===== src/inc/esxop_pkg.sv =====
// Purpose: Shared constants and types for the extended skip, table and exclusive-OR unit
// Assumes: 8-bit data memory, 16-bit program words, 256-word table pages
// Notes:   Opcode values follow the declaration order of esxop_op_t
package esxop_pkg;

   // Data path widths
   localparam int DATA_W    = 8;
   localparam int NIB_W     = 4;
   localparam int PM_WORD_W = 16;
   localparam int PM_AW     = 16;
   localparam int PAGE_W    = 8;
   localparam int BIT_SEL_W = 3;
   localparam int OP_W      = 4;

   // Reset values, zero byte and pointer step
   localparam logic [7:0]  TPL_RST   = 8'h00;
   localparam logic [7:0]  TPH_RST   = 8'h00;
   localparam logic [7:0]  TBH_RST   = 8'h00;
   localparam logic [7:0]  WREG_RST  = 8'h00;
   localparam logic [7:0]  ZERO_BYTE = 8'h00;
   localparam logic [7:0]  PTR_STEP  = 8'h01;
   localparam logic [15:0] PM_RST    = 16'h0000;

   // Instruction group handled by this unit
   typedef enum logic [3:0] {
      OP_NIBBLE_SWAP_TO_WREG,
      OP_SKIP_IF_NULL_BYTE,
      OP_COPY_AND_SKIP_IF_NULL,
      OP_SKIP_IF_BIT_CLEAR,
      OP_TABLE_READ_CURRENT_PAGE,
      OP_TABLE_READ_FINAL_PAGE,
      OP_PREINC_TABLE_READ,
      OP_PREINC_TABLE_READ_FINAL_PAGE,
      OP_EXOR_TO_WREG,
      OP_EXOR_TO_MEMORY
   } esxop_op_t;

   // Sequencer states
   typedef enum logic [1:0] {
      ST_IDLE,
      ST_READ,
      ST_EXEC,
      ST_DUMMY
   } esxop_state_t;

endpackage


===== src/design/esxop_core.sv =====
// Purpose: Executes nibble swap, zero skips, table reads and exclusive-OR instructions
// Assumes: Data and program memories answer one cycle after a registered read enable
// Notes:   A taken skip adds one dummy cycle before DONE
`timescale 1ns/1ps
`default_nettype none
// Function
// - Swap data nibbles into working register only
// - Skip next instruction when data byte zero
// - Taken skip inserts one dummy cycle
// - Copy byte to working register, skip if zero
// - Skip when selected data bit clear
// - Current-page table read to memory and high
// - Last-page table read to memory and high
// - Increment low pointer, read full pointer address
// - Increment low pointer, read last page
// - Exclusive-OR into working register, zero flag
// - Exclusive-OR into data memory, zero flag
module esxop_core #(
   parameter int ADDR_W = 9
) (
   // Clock and reset
   input  wire logic              CLK,
   input  wire logic              SRST,
   // Instruction issue
   input  wire logic              OP_VALID,
   input  wire logic [3:0]        OP_CODE,
   input  wire logic [2:0]        OP_BIT,
   input  wire logic [ADDR_W-1:0] OP_ADDR,
   input  wire logic [7:0]        CUR_PAGE,
   output logic                   READY,
   output logic                   DONE,
   output logic                   SKIP,
   // Data memory
   output logic                   DM_RD_EN,
   output logic      [ADDR_W-1:0] DM_ADDR,
   input  wire logic [7:0]        DM_RD_DATA,
   output logic                   DM_WR_EN,
   output logic      [7:0]        DM_WR_DATA,
   // Program memory
   output logic                   PM_RD_EN,
   output logic      [15:0]       PM_ADDR,
   input  wire logic [15:0]       PM_DATA,
   // Working register and zero flag
   input  wire logic              WREG_LOAD,
   input  wire logic [7:0]        WREG_LOAD_VAL,
   output logic      [7:0]        WREG,
   output logic                   ZFLAG_WE,
   output logic                   ZFLAG_VAL,
   // Table registers
   input  wire logic              TABLE_PTR_LOW_LOAD,
   input  wire logic [7:0]        TABLE_PTR_LOW_VAL,
   input  wire logic              TABLE_PTR_HIGH_LOAD,
   input  wire logic [7:0]        TABLE_PTR_HIGH_VAL,
   input  wire logic              TABLE_HIGH_LOAD,
   input  wire logic [7:0]        TABLE_HIGH_VAL,
   output logic      [7:0]        TABLE_PTR_LOW,
   output logic      [7:0]        TABLE_PTR_HIGH,
   output logic      [7:0]        TABLE_HIGH
);

   esxop_pkg::esxop_state_t state_q;
   esxop_pkg::esxop_state_t state_d;
   esxop_pkg::esxop_op_t    op_q;
   esxop_pkg::esxop_op_t    op_in;

   logic              ready_q;
   logic              done_q;
   logic              skip_q;
   logic              dm_rd_q;
   logic [ADDR_W-1:0] dm_addr_q;
   logic              dm_wr_q;
   logic [7:0]        dm_wdata_q;
   logic              pm_rd_q;
   logic [15:0]       pm_addr_q;
   logic [7:0]        wreg_q;
   logic [7:0]        wreg_d;
   logic              zwe_q;
   logic              zval_q;
   logic [2:0]        bit_q;

   logic              accept;
   logic              in_exec;
   logic              in_table;
   logic              in_preinc;
   logic              in_final;
   logic              in_current;
   logic              is_table;
   logic              is_exor;
   logic [7:0]        low_next;
   logic [15:0]       pm_addr_d;
   logic [7:0]        swap_val;
   logic [7:0]        xor_val;
   logic              byte_zero;
   logic              bit_zero;
   logic              skip_hit;
   logic              wreg_from_op;
   logic              dm_wr_d;
   logic [7:0]        dm_wdata_d;
   logic              tbh_take;

   // Instruction decode of the issued code
   assign op_in      = esxop_pkg::esxop_op_t'(OP_CODE);
   assign accept     = ready_q && OP_VALID;
   assign in_current = (op_in == esxop_pkg::OP_TABLE_READ_CURRENT_PAGE);
   assign in_final   = (op_in == esxop_pkg::OP_TABLE_READ_FINAL_PAGE) ||
                       (op_in == esxop_pkg::OP_PREINC_TABLE_READ_FINAL_PAGE);
   assign in_preinc  = (op_in == esxop_pkg::OP_PREINC_TABLE_READ) ||
                       (op_in == esxop_pkg::OP_PREINC_TABLE_READ_FINAL_PAGE);
   assign in_table   = in_current || in_final || in_preinc;

   // Low pointer seen by the table fetch, already incremented for pre-increment reads
   assign low_next = in_preinc ? 8'(TABLE_PTR_LOW + esxop_pkg::PTR_STEP) :
                     TABLE_PTR_LOW;

   // Program word address selection per table read kind
   assign pm_addr_d = in_current ? {CUR_PAGE, low_next} :
                      in_final   ? {{esxop_pkg::PAGE_W{1'b1}}, low_next} :
                                   {TABLE_PTR_HIGH, low_next};

   // Decode of the instruction held for execution
   assign in_exec  = (state_q == esxop_pkg::ST_EXEC);
   assign is_table = (op_q == esxop_pkg::OP_TABLE_READ_CURRENT_PAGE) ||
                     (op_q == esxop_pkg::OP_TABLE_READ_FINAL_PAGE) ||
                     (op_q == esxop_pkg::OP_PREINC_TABLE_READ) ||
                     (op_q == esxop_pkg::OP_PREINC_TABLE_READ_FINAL_PAGE);
   assign is_exor  = (op_q == esxop_pkg::OP_EXOR_TO_WREG) ||
                     (op_q == esxop_pkg::OP_EXOR_TO_MEMORY);

   // Operand functions on the returned data byte
   assign swap_val  = {DM_RD_DATA[3:0], DM_RD_DATA[7:4]};
   assign xor_val   = wreg_q ^ DM_RD_DATA;
   assign byte_zero = (DM_RD_DATA == esxop_pkg::ZERO_BYTE);
   assign bit_zero  = ~DM_RD_DATA[bit_q];

   // Skip decision, no flag touched
   assign skip_hit = in_exec &&
                     ((((op_q == esxop_pkg::OP_SKIP_IF_NULL_BYTE) ||
                        (op_q == esxop_pkg::OP_COPY_AND_SKIP_IF_NULL)) && byte_zero) ||
                      ((op_q == esxop_pkg::OP_SKIP_IF_BIT_CLEAR) && bit_zero));

   // Working register source; execution wins over a core load
   assign wreg_from_op = in_exec &&
                         ((op_q == esxop_pkg::OP_NIBBLE_SWAP_TO_WREG) ||
                          (op_q == esxop_pkg::OP_COPY_AND_SKIP_IF_NULL) ||
                          (op_q == esxop_pkg::OP_EXOR_TO_WREG));
   assign wreg_d = !wreg_from_op ? (WREG_LOAD ? WREG_LOAD_VAL : wreg_q) :
                   (op_q == esxop_pkg::OP_NIBBLE_SWAP_TO_WREG) ? swap_val :
                   (op_q == esxop_pkg::OP_COPY_AND_SKIP_IF_NULL) ? DM_RD_DATA :
                   xor_val;

   // Data memory write back for table reads and memory exclusive-OR
   assign dm_wr_d    = in_exec && (is_table || (op_q == esxop_pkg::OP_EXOR_TO_MEMORY));
   assign dm_wdata_d = is_table ? PM_DATA[7:0] : xor_val;
   assign tbh_take   = in_exec && is_table;

   // Sequencer next state
   always_comb begin
      state_d = state_q;
      case (state_q)
         esxop_pkg::ST_IDLE: begin
            if (accept) begin
               state_d = esxop_pkg::ST_READ;
            end
         end
         esxop_pkg::ST_READ: state_d = esxop_pkg::ST_EXEC;
         esxop_pkg::ST_EXEC: begin
            state_d = skip_hit ? esxop_pkg::ST_DUMMY : esxop_pkg::ST_IDLE;
         end
         default: state_d = esxop_pkg::ST_IDLE;
      endcase
   end

   // Sequencer and handshake flags
   always_ff @(posedge CLK) begin
      if (SRST) begin
         state_q <= esxop_pkg::ST_IDLE;
         ready_q <= 1'b1;
         done_q  <= 1'b0;
         skip_q  <= 1'b0;
      end else begin
         state_q <= state_d;
         ready_q <= (state_d == esxop_pkg::ST_IDLE);
         done_q  <= (in_exec && !skip_hit) || (state_q == esxop_pkg::ST_DUMMY);
         skip_q  <= skip_hit;
      end
   end

   // Captured instruction and memory reads
   always_ff @(posedge CLK) begin
      if (SRST) begin
         op_q      <= esxop_pkg::OP_NIBBLE_SWAP_TO_WREG;
         bit_q     <= 3'h0;
         dm_rd_q   <= 1'b0;
         dm_addr_q <= '0;
         pm_rd_q   <= 1'b0;
         pm_addr_q <= esxop_pkg::PM_RST;
      end else begin
         dm_rd_q <= accept && !in_table;
         pm_rd_q <= accept && in_table;
         if (accept) begin
            op_q      <= op_in;
            bit_q     <= OP_BIT;
            dm_addr_q <= OP_ADDR;
            pm_addr_q <= pm_addr_d;
         end
      end
   end

   // Results: write back, working register and zero flag
   always_ff @(posedge CLK) begin
      if (SRST) begin
         wreg_q     <= esxop_pkg::WREG_RST;
         dm_wr_q    <= 1'b0;
         dm_wdata_q <= esxop_pkg::ZERO_BYTE;
         zwe_q      <= 1'b0;
         zval_q     <= 1'b0;
      end else begin
         wreg_q     <= wreg_d;
         dm_wr_q    <= dm_wr_d;
         dm_wdata_q <= dm_wdata_d;
         zwe_q      <= in_exec && is_exor;
         zval_q     <= (xor_val == esxop_pkg::ZERO_BYTE);
      end
   end

   // Table pointer and high-byte storage
   esxop_tblregs u_tblregs (
      .clk           (CLK),
      .srst          (SRST),
      .low_load      (TABLE_PTR_LOW_LOAD),
      .low_val       (TABLE_PTR_LOW_VAL),
      .high_load     (TABLE_PTR_HIGH_LOAD),
      .high_val      (TABLE_PTR_HIGH_VAL),
      .low_inc       (accept && in_preinc),
      .tbh_load      (tbh_take),
      .tbh_val       (PM_DATA[15:8]),
      .tbh_core_load (TABLE_HIGH_LOAD),
      .tbh_core_val  (TABLE_HIGH_VAL),
      .ptr_low       (TABLE_PTR_LOW),
      .ptr_high      (TABLE_PTR_HIGH),
      .tbh           (TABLE_HIGH)
   );

   // Port drive from flip-flops
   assign READY      = ready_q;
   assign DONE       = done_q;
   assign SKIP       = skip_q;
   assign DM_RD_EN   = dm_rd_q;
   assign DM_ADDR    = dm_addr_q;
   assign DM_WR_EN   = dm_wr_q;
   assign DM_WR_DATA = dm_wdata_q;
   assign PM_RD_EN   = pm_rd_q;
   assign PM_ADDR    = pm_addr_q;
   assign WREG       = wreg_q;
   assign ZFLAG_WE   = zwe_q;
   assign ZFLAG_VAL  = zval_q;

   // Helper copies of returned data and the working register for checks
   logic [7:0]  dm_seen_q;
   logic [15:0] pm_seen_q;
   logic [7:0]  wreg_seen_q;
   always_ff @(posedge CLK) begin
      dm_seen_q   <= DM_RD_DATA;
      pm_seen_q   <= PM_DATA;
      wreg_seen_q <= wreg_q;
   end
endmodule
`default_nettype wire


===== src/design/esxop_tblregs.sv =====
// Purpose: Table pointer low/high and table high-byte register storage
// Assumes: Single clock, synchronous active-high reset
// Notes:   Pre-increment has priority over a core load of the low pointer
`timescale 1ns/1ps
`default_nettype none
module esxop_tblregs (
   // Clock and reset
   input  wire logic       clk,
   input  wire logic       srst,
   // Core loads
   input  wire logic       low_load,
   input  wire logic [7:0] low_val,
   input  wire logic       high_load,
   input  wire logic [7:0] high_val,
   // Table read effects and core load of the table high byte
   input  wire logic       low_inc,
   input  wire logic       tbh_load,
   input  wire logic [7:0] tbh_val,
   input  wire logic       tbh_core_load,
   input  wire logic [7:0] tbh_core_val,
   // Register values
   output logic      [7:0] ptr_low,
   output logic      [7:0] ptr_high,
   output logic      [7:0] tbh
);

   logic [7:0] low_q;
   logic [7:0] low_d;
   logic [7:0] high_q;
   logic [7:0] high_d;
   logic [7:0] tbh_q;
   logic [7:0] tbh_d;

   // Next values; the increment wraps inside the low byte only
   assign low_d  = low_inc ? 8'(low_q + esxop_pkg::PTR_STEP) :
                   low_load ? low_val : low_q;
   assign high_d = high_load ? high_val : high_q;
   assign tbh_d  = tbh_load ? tbh_val : (tbh_core_load ? tbh_core_val : tbh_q);

   // Register update
   always_ff @(posedge clk) begin
      if (srst) begin
         low_q  <= esxop_pkg::TPL_RST;
         high_q <= esxop_pkg::TPH_RST;
         tbh_q  <= esxop_pkg::TBH_RST;
      end else begin
         low_q  <= low_d;
         high_q <= high_d;
         tbh_q  <= tbh_d;
      end
   end

   assign ptr_low  = low_q;
   assign ptr_high = high_q;
   assign tbh      = tbh_q;

endmodule
`default_nettype wire


===== config.mk =====
export PLATFORM = sky130hd
export DESIGN_NAME = esxop_core
export DESIGN_NICKNAME = d
export VERILOG_FILES = /design/src/inc/esxop_pkg.sv /design/src/design/esxop_core.sv /design/src/design/esxop_tblregs.sv
export SDC_FILE = /design/constraint.sdc
export NUM_CORES = 1
export LEC_CHECK = 0
export BUFFER_PORTS_ARGS = -buffer_cell sky130_fd_sc_hd__buf_2
export CAP_MARGIN = 20
export CORE_MARGIN = 2
export CORE_UTILIZATION = 52
export CTS_CLUSTER_DIAMETER = 100
export DETAILED_ROUTE_END_ITERATION = 7
export MAX_ROUTING_LAYER = met4
export PLACE_DENSITY = 0.94
export SETUP_SLACK_MARGIN = 0.15
export SLEW_MARGIN = 15
export SYNTH_ARGS = -nofsm -noshare
export SYNTH_HDL_FRONTEND = slang
export SYNTH_SLANG_ARGS = --single-unit

===== constraint.sdc =====
create_clock -name CLK -period 5 [get_ports CLK]
set_input_delay 0.25 -clock CLK [delete_from_list [all_inputs] [get_ports CLK]]
set_output_delay 0.25 -clock CLK [all_outputs]
set_load 0.01 [all_outputs]

### Word-level counts from Yosys, hierarchy flattened

Index checks and enable logic that the tools add are counted.

| word-level totals | value |
|---|---|
| register bits | 82 |
| latch bits | 0 |
| memory bits (writable) | 0 |
| memory bits (read-only) | 0 |
| input port bits | 87 |
| output and inout bits | 73 |
| logic and storage cells | 91 |
| memories | 0 |

| cells by class | value |
|---|---|
| add/sub/neg operators | 1 |
| multiply operators | 0 |
| divide/modulo/power cells | 0 |
| magnitude comparators | 1 |
| equality and inequality tests | 16 |
| shift-type cells | 0 |
| multiplexer cells | 17 |
| bitwise gates (word level) | 2 |
| reduce and logical (&&, ||, !) cells | 36 |

Operator list:

| cell | count |
|---|---|
| two-way mux 8 bit | 10 |
| == test 4 x 3 -> 1 bit (second input constant) | 8 |
| two-way mux 16 bit | 2 |
| zero test 8 bit | 2 |
| logical OR 1 bit | 14 |
| logical AND 1 bit | 12 |
| adder 8 x 1 -> 8 bit (second input constant) | 1 |
| == test 4 x 2 -> 1 bit (second input constant) | 2 |
| == test 4 bit (second input constant) | 2 |
| XOR 8 bit | 1 |
| case mux 2 bit (3 select lines) | 1 |
| nonzero test 2 bit | 3 |
| == test 2 bit (second input constant) | 2 |
| == test 4 x 1 -> 1 bit (second input constant) | 1 |
| zero test 2 bit | 2 |
| zero test 4 bit | 1 |
| < comparator 3 x 4 -> 1 bit (second input constant) | 1 |
| two-way mux 2 bit | 2 |
| binary-select mux 1 bit (select 3 bit) | 1 |
| == test 2 x 1 -> 1 bit (second input constant) | 1 |
| zero test 1 bit | 2 |
| two-way mux 1 bit | 1 |
| inverter 1 bit | 1 |

### Logic depth before layout (Yosys ltp)

| logic depth | value |
|---|---|
| depth in word-level cells | 9 |
| mapped depth | 7 |
| gate-level depth less buffers | 5 |

### By module

Synthesis repeated with hierarchy kept, for this count alone.

| unflattened totals | value |
|---|---|
| cell total of the unflattened synthesis | 435 |
| area, all modules | 3,801.1 µm² |

By module, submodules not included:

| module | times used | cells an instance | area each (µm²) |
|---|---|---|---|
| esxop_core | 1 | 319 | 2,683.8 |
| esxop_tblregs | 1 | 116 | 1,117.3 |

### Worst setup path after synthesis

No wires, ideal clock.

| path | value |
|---|---|
| kind | register to register |
| start point | register bit_q[0] |
| end point | register done_q (netlist: DONE) |
| setup time | 122 ps |
| arrival | 1,440 ps |
| data required time | 4,878 ps |
| path slack | 3,438 ps |
| stages on the path, launching flop included | 5 |
| buffers on the path | 0 |
| clock period less this slack | 1,562 ps |
| cell sequence | dfxtp_1 -> nor2b_1 -> a2111oi_1 -> a2111oi_4 -> o311a_1 |

| between the ends | value |
|---|---|
| word-level cells in the longest chain between the ends | 9 |

Ends and longest elaborated chain:

| what | line | source |
|---|---|---|
| from (decl) | esxop_core.sv:79 | `logic [2:0] bit_q;` |
| from (signal assigned) | esxop_core.sv:192 | `bit_q <= 3'h0;` |
| from (signal assigned) | esxop_core.sv:202 | `bit_q <= OP_BIT;` |
| binary-select mux 1 bit (select 3 bit) | esxop_core.sv:133 | `assign bit_zero = ~DM_RD_DATA[bit_q];` |
| two-way mux 1 bit (implied by the code) | esxop_core.sv:133 |  |
| inverter 1 bit | esxop_core.sv:133 |  |
| logical AND 1 bit | esxop_core.sv:139 | `((op_q == esxop_pkg::OP_SKIP_IF_BIT_CLEAR) && bit_zero));` |
| logical OR 1 bit | esxop_core.sv:138 | `(op_q == esxop_pkg::OP_COPY_AND_SKIP_IF_NULL)) && byte_zero) \|\|` |
| logical AND 1 bit | esxop_core.sv:136 | `assign skip_hit = in_exec &&` |
| zero test 1 bit | esxop_core.sv:183 | `done_q <= (in_exec && !skip_hit) \|\| (state_q == esxop_pkg::ST_DUMMY);` |
| logical AND 1 bit | esxop_core.sv:183 |  |
| logical OR 1 bit | esxop_core.sv:183 |  |
| to (signal assigned) | esxop_core.sv:183 |  |
| to (decl) | esxop_core.sv:67 | `logic done_q;` |

Every way passes these cells. The select of a mux whose other input is x is not followed.
A chain may end at the register's enable or synchronous reset.

### Final worst setup path

| path | value |
|---|---|
| start point | register ready_q (netlist: READY) |
| end point | register u_tblregs.low_q[6] (netlist: u_tblregs.ptr_low[6]) |

| between the ends | value |
|---|---|
| word-level cells in the longest chain between the ends | 3 |
| elaborated cells between the ends (all ways) | 4 |
| classes of those cells | mux (1); reduce/logical (3) |

Ends and longest elaborated chain:

| what | line | source |
|---|---|---|
| from (decl) | esxop_core.sv:66 | `logic ready_q;` |
| from (signal assigned) | esxop_core.sv:182 | `ready_q <= (state_d == esxop_pkg::ST_IDLE);` |
| logical AND 1 bit * | esxop_core.sv:103 | `assign accept = ready_q && OP_VALID;` |
| logical AND 1 bit * | esxop_core.sv:234 | `.low_inc (accept && in_preinc),` |
| two-way mux 8 bit / nonzero test 2 bit (equally long branches) | n/a |  |
| to (signal assigned) | esxop_tblregs.sv:43 | `low_q <= esxop_pkg::TPL_RST;` |
| to (signal assigned) | esxop_tblregs.sv:47 | `low_q <= low_d;` |
| to (decl) | esxop_tblregs.sv:27 | `logic [7:0] low_q;` |

Mark *: on every way between the ends. The rest lies on a longest branch, timed or not.

==> results.sh <==
export IMPL_wl_per_cell_um=15.4
export IMPL_firstDrtPassIters=5
export IMPL_r2r_slack_ps=3000
export IMPL_power_density_nw_per_um2=310
export IMPL_critical_path_max_stage_delay_ps=420
export IMPL_holdPathStages=3
export IMPL_rsz0062_at_grt="false"
export IMPL_worst_path_buf_inv=1
export IMPL_drt_initial_drc_count=217
export IMPL_synth_simple_area_share=0.199
export IMPL_hold_buffers=0
export IMPL_min_from="OP_BIT[1]"
export IMPL_viasPerCell=5.80
export IMPL_crit_path_end_kind="flip-flop"
export IMPL_drc_errors=0
export IMPL_cts_tree="done"
export IMPL_grt_overflow=0
export IMPL_syn_inst=436
export IMPL_final_layout_size_suffix_gt1_frac=0.334
export IMPL_die_area_um2=7990
export IMPL_finalSetupViolCount=0
export IMPL_drv_slew=0
export IMPL_crit_family="simple AND/OR/NAND/NOR gates"
export IMPL_io_buffers=159
export IMPL_synth_top_family_by_area="compound AO/OA/AOI/OAI gates"
export IMPL_peakVddDrop_v=0.000265
export IMPL_die_h_um=89.4
export IMPL_die_w_um=89.4
export IMPL_grt_usage=0.257
export IMPL_hold_end="bit_q[1]"
export IMPL_num_antenna_cells=0
export IMPL_synth_edff_count=0
export IMPL_ys_seq_area_frac=0.433
export IMPL_syn_num_nets=524
export IMPL_cts_sinks=82
export IMPL_synth_seq_cells=82
export IMPL_synth_warnings=0
export IMPL_avgSynthCellArea_um2=8.70
export IMPL_required_ps=5270
export IMPL_synthMuxAreaShare=0.0785
export IMPL_place_gp_congestion=0.865
export IMPL_crit_chain="and2_1, buf_4, nand2_1, or3_1, a31oi_1"
export IMPL_path_class="reg -> reg"
export IMPL_post_cts_buffers=0
export IMPL_cts_resized_gates=0
export IMPL_ant_nets=0
export IMPL_antenna_found_initial=0
export IMPL_clk_pin_slew_ps=90
export IMPL_num_vias=3954
export IMPL_dp_hpwl_mm=7.54
export IMPL_hold_viol_final=0
export IMPL_fin_skew_ps=10.2
export IMPL_grt_first_pass_wirelength_mm=15.7
export IMPL_synth_area_um2=3790
export IMPL_grt_max_degree=61
export IMPL_worstMarginPinSlew_ps=859
export IMPL_finish_utilization=0.673
export IMPL_fin_nets=666
export IMPL_drt_wl_total_mm=10.5
export IMPL_hp_class="in -> reg"
export IMPL_min_period_over_period=0.401
export IMPL_grt_pass1_vias=3486
export IMPL_timing_fmax_mhz=499
export IMPL_slew_headroom=0.424
export IMPL_rows=31
export IMPL_htreeDepth=3
export IMPL_io_pins=160
export IMPL_synth_compound_area_frac=0.217
export IMPL_initial_utilization=0.531
export IMPL_insertion_delay_ps=350
export IMPL_max_cap_violations=0
export IMPL_coreArea_um2=7140
export IMPL_root_buffer="clkbuf_8"
export IMPL_reg2reg_to="u_tblregs.ptr_low[6]"
export IMPL_reg2reg_depth=5
export IMPL_synthAdderAreaFrac=0.00330
export IMPL_layout_min_cycle_time_ps=2000
export IMPL_ys_async_sr_fraction=0
export IMPL_cts_max_path_buffers=2
export IMPL_syn_to_final_growth_pct=26.7
export IMPL_crit_path_start_kind="flip-flop"
export IMPL_status="finished, final reports clean"
export IMPL_cp_startpoint="READY"
export IMPL_synthXorXnorAreaFrac=0.0277
export IMPL_p_leak_nw=2.10
export IMPL_cp_max_fo=40
export IMPL_synth_distinct_cells=53
export IMPL_ys_flop_type="dfxtp_1"
export IMPL_numCtsBuffers=9
export IMPL_r2r_start="READY"
export IMPL_critPathSlowestCell="or3_1"
export IMPL_setup_tns_ps=0
export IMPL_cp_arrival_ps=2280
cell usage after synthesis, types with 2 or more instances:
cell,n,share of area
buf_1,6,0.0059
mux2_2,9,0.027
and3_1,2,0.0033
a221oi_1,9,0.021
buf_4,2,0.0040
a21oi_1,31,0.041
inv_1,4,0.0040
o21ai_0,36,0.048
a211oi_1,20,0.040
nand2b_1,4,0.0066
xnor2_1,9,0.021
buf_2,7,0.0092
nor3b_1,9,0.018
nor2_1,37,0.037
o21ai_1,2,0.0026
mux2i_1,17,0.045
a311oi_1,5,0.012
nor2b_1,2,0.0033
nand4_1,4,0.0066
dfxtp_1,82,0.43
nand3_1,8,0.011
or3_1,5,0.0083
nor4_1,2,0.0033
nand2_1,51,0.050
nand3b_1,10,0.020
clkbuf_1,17,0.017
a31oi_1,14,0.023
xor2_1,3,0.0069
nor3_1,5,0.0066
routing by layer:
| metal | share of wire | vias to the layer above | track usage | routed length [µm] |
|---|---|---|---|---|
| met5 | 0 | - | - | 0 |
| met4 | 0.014 | 0 | 0.0828 | 150 |
| met3 | 0.096 | 20 | 0.0572 | 1010 |
| met2 | 0.50 | 228 | 0.443 | 5290 |
| met1 | 0.39 | 1820 | 0.296 | 4040 |
| li1 | - | 1886 | - | - |
worst min-delay path, delay by kind of cell:
family	cells	cell delay, ps
buffers and inverters	1	100
AND/OR/NAND/NOR	1	40
AO/OA/AOI/OAI	1	50
registers in the layout, summed over array words and instances (netlist names):
signal and cells:
DM_ADDR 9, DM_RD_EN 1, DM_WR_DATA 8, DM_WR_EN 1, DONE 1, PM_ADDR 16
PM_RD_EN 1, READY 1, SKIP 1, WREG 8, ZFLAG_VAL 1, ZFLAG_WE 1
bit_q 3, op_q 4, state_q 2, u_tblregs.ptr_high 8, u_tblregs.ptr_low 8, u_tblregs.tbh 8
area by class of cell:
class | count | area [µm²]
Clock buffer | 9 | 124
Tap cell | 99 | 124
Timing Repair Buffer | 163 | 826
Inverter | 5 | 18.8
Multi-Input combinational cell | 317 | 1990
Clock inverter | 7 | 76.3
Fill cell | 617 | 2330
Sequential cell | 82 | 1640
power by group:
group | leakage [nW] | total (W) | switching [W] | internal, W
clock | 0.0966 | 0.000488 | 0.000252 | 0.000235
sequential | 0.676 | 0.000735 | 0.0000368 | 0.000698
combinational | 1.33 | 0.000269 | 0.000150 | 0.000119
total | 2.10 | 0.00149 | 0.000439 | 0.00105
cell families after synthesis:
logic type | after synthesis
and+or+nand+nor | 150
AOI/OAI and AO/OA | 127
DFF | 82
buffers and inverters | 37
muxes | 27
xor gates and xnor gates | 12
adders and majority gates | 1
cell usage in the layout (no fill, tap or decap), drive strengths merged, types with 3 or more instances in the layout:
master	synthesis	routed
a2111oi	3	3
a211oi	20	20
a21oi	31	31
a221oi	9	9
a311oi	5	5
a31oi	14	14
buf	15	163
clkbuf	17	9
dfxtp	82	82
inv	5	8
mux2	9	9
mux2i	17	17
nand2	51	51
nand2b	4	4
nand3	8	8
nand3b	10	10
nand4	4	4
nor2	37	37
nor3	6	6
nor3b	9	9
nor4	3	3
o21ai	38	38
or3	5	5
xnor2	9	9
xor2	3	3
worst max-delay path by stage:
stage,cells past startpoint,slack (ps),end
global placement,4,3070,WREG[1]
finish,5,3000,u_tblregs.ptr_low[6]
detailed placement,6,3010,u_tblregs.ptr_low[5]
floorplan,4,3440,DONE
CTS,5,3000,u_tblregs.ptr_low[5]
global route,5,2770,u_tblregs.ptr_low[5]
through the flow:
step | instances | power (W) | setup WS (ps) | cell area [µm²] | hold slack [ps]
final | 682 | 0.00149 | 3000 | 4800 | 128
after global routing | 682 | 0.00157 | 2770 | 4800 | 132
after CTS | 682 | 0.00150 | 3000 | 4800 | 122
after detailed placement | 666 | 0.00102 | 3010 | 4600 | 447
after global placement | 665 | 0.00100 | 3070 | 4600 | 441
after floorplan | 436 | 0.000904 | 3440 | 3790 | 386
Note: power is estimated with default switching activity, not from simulation.
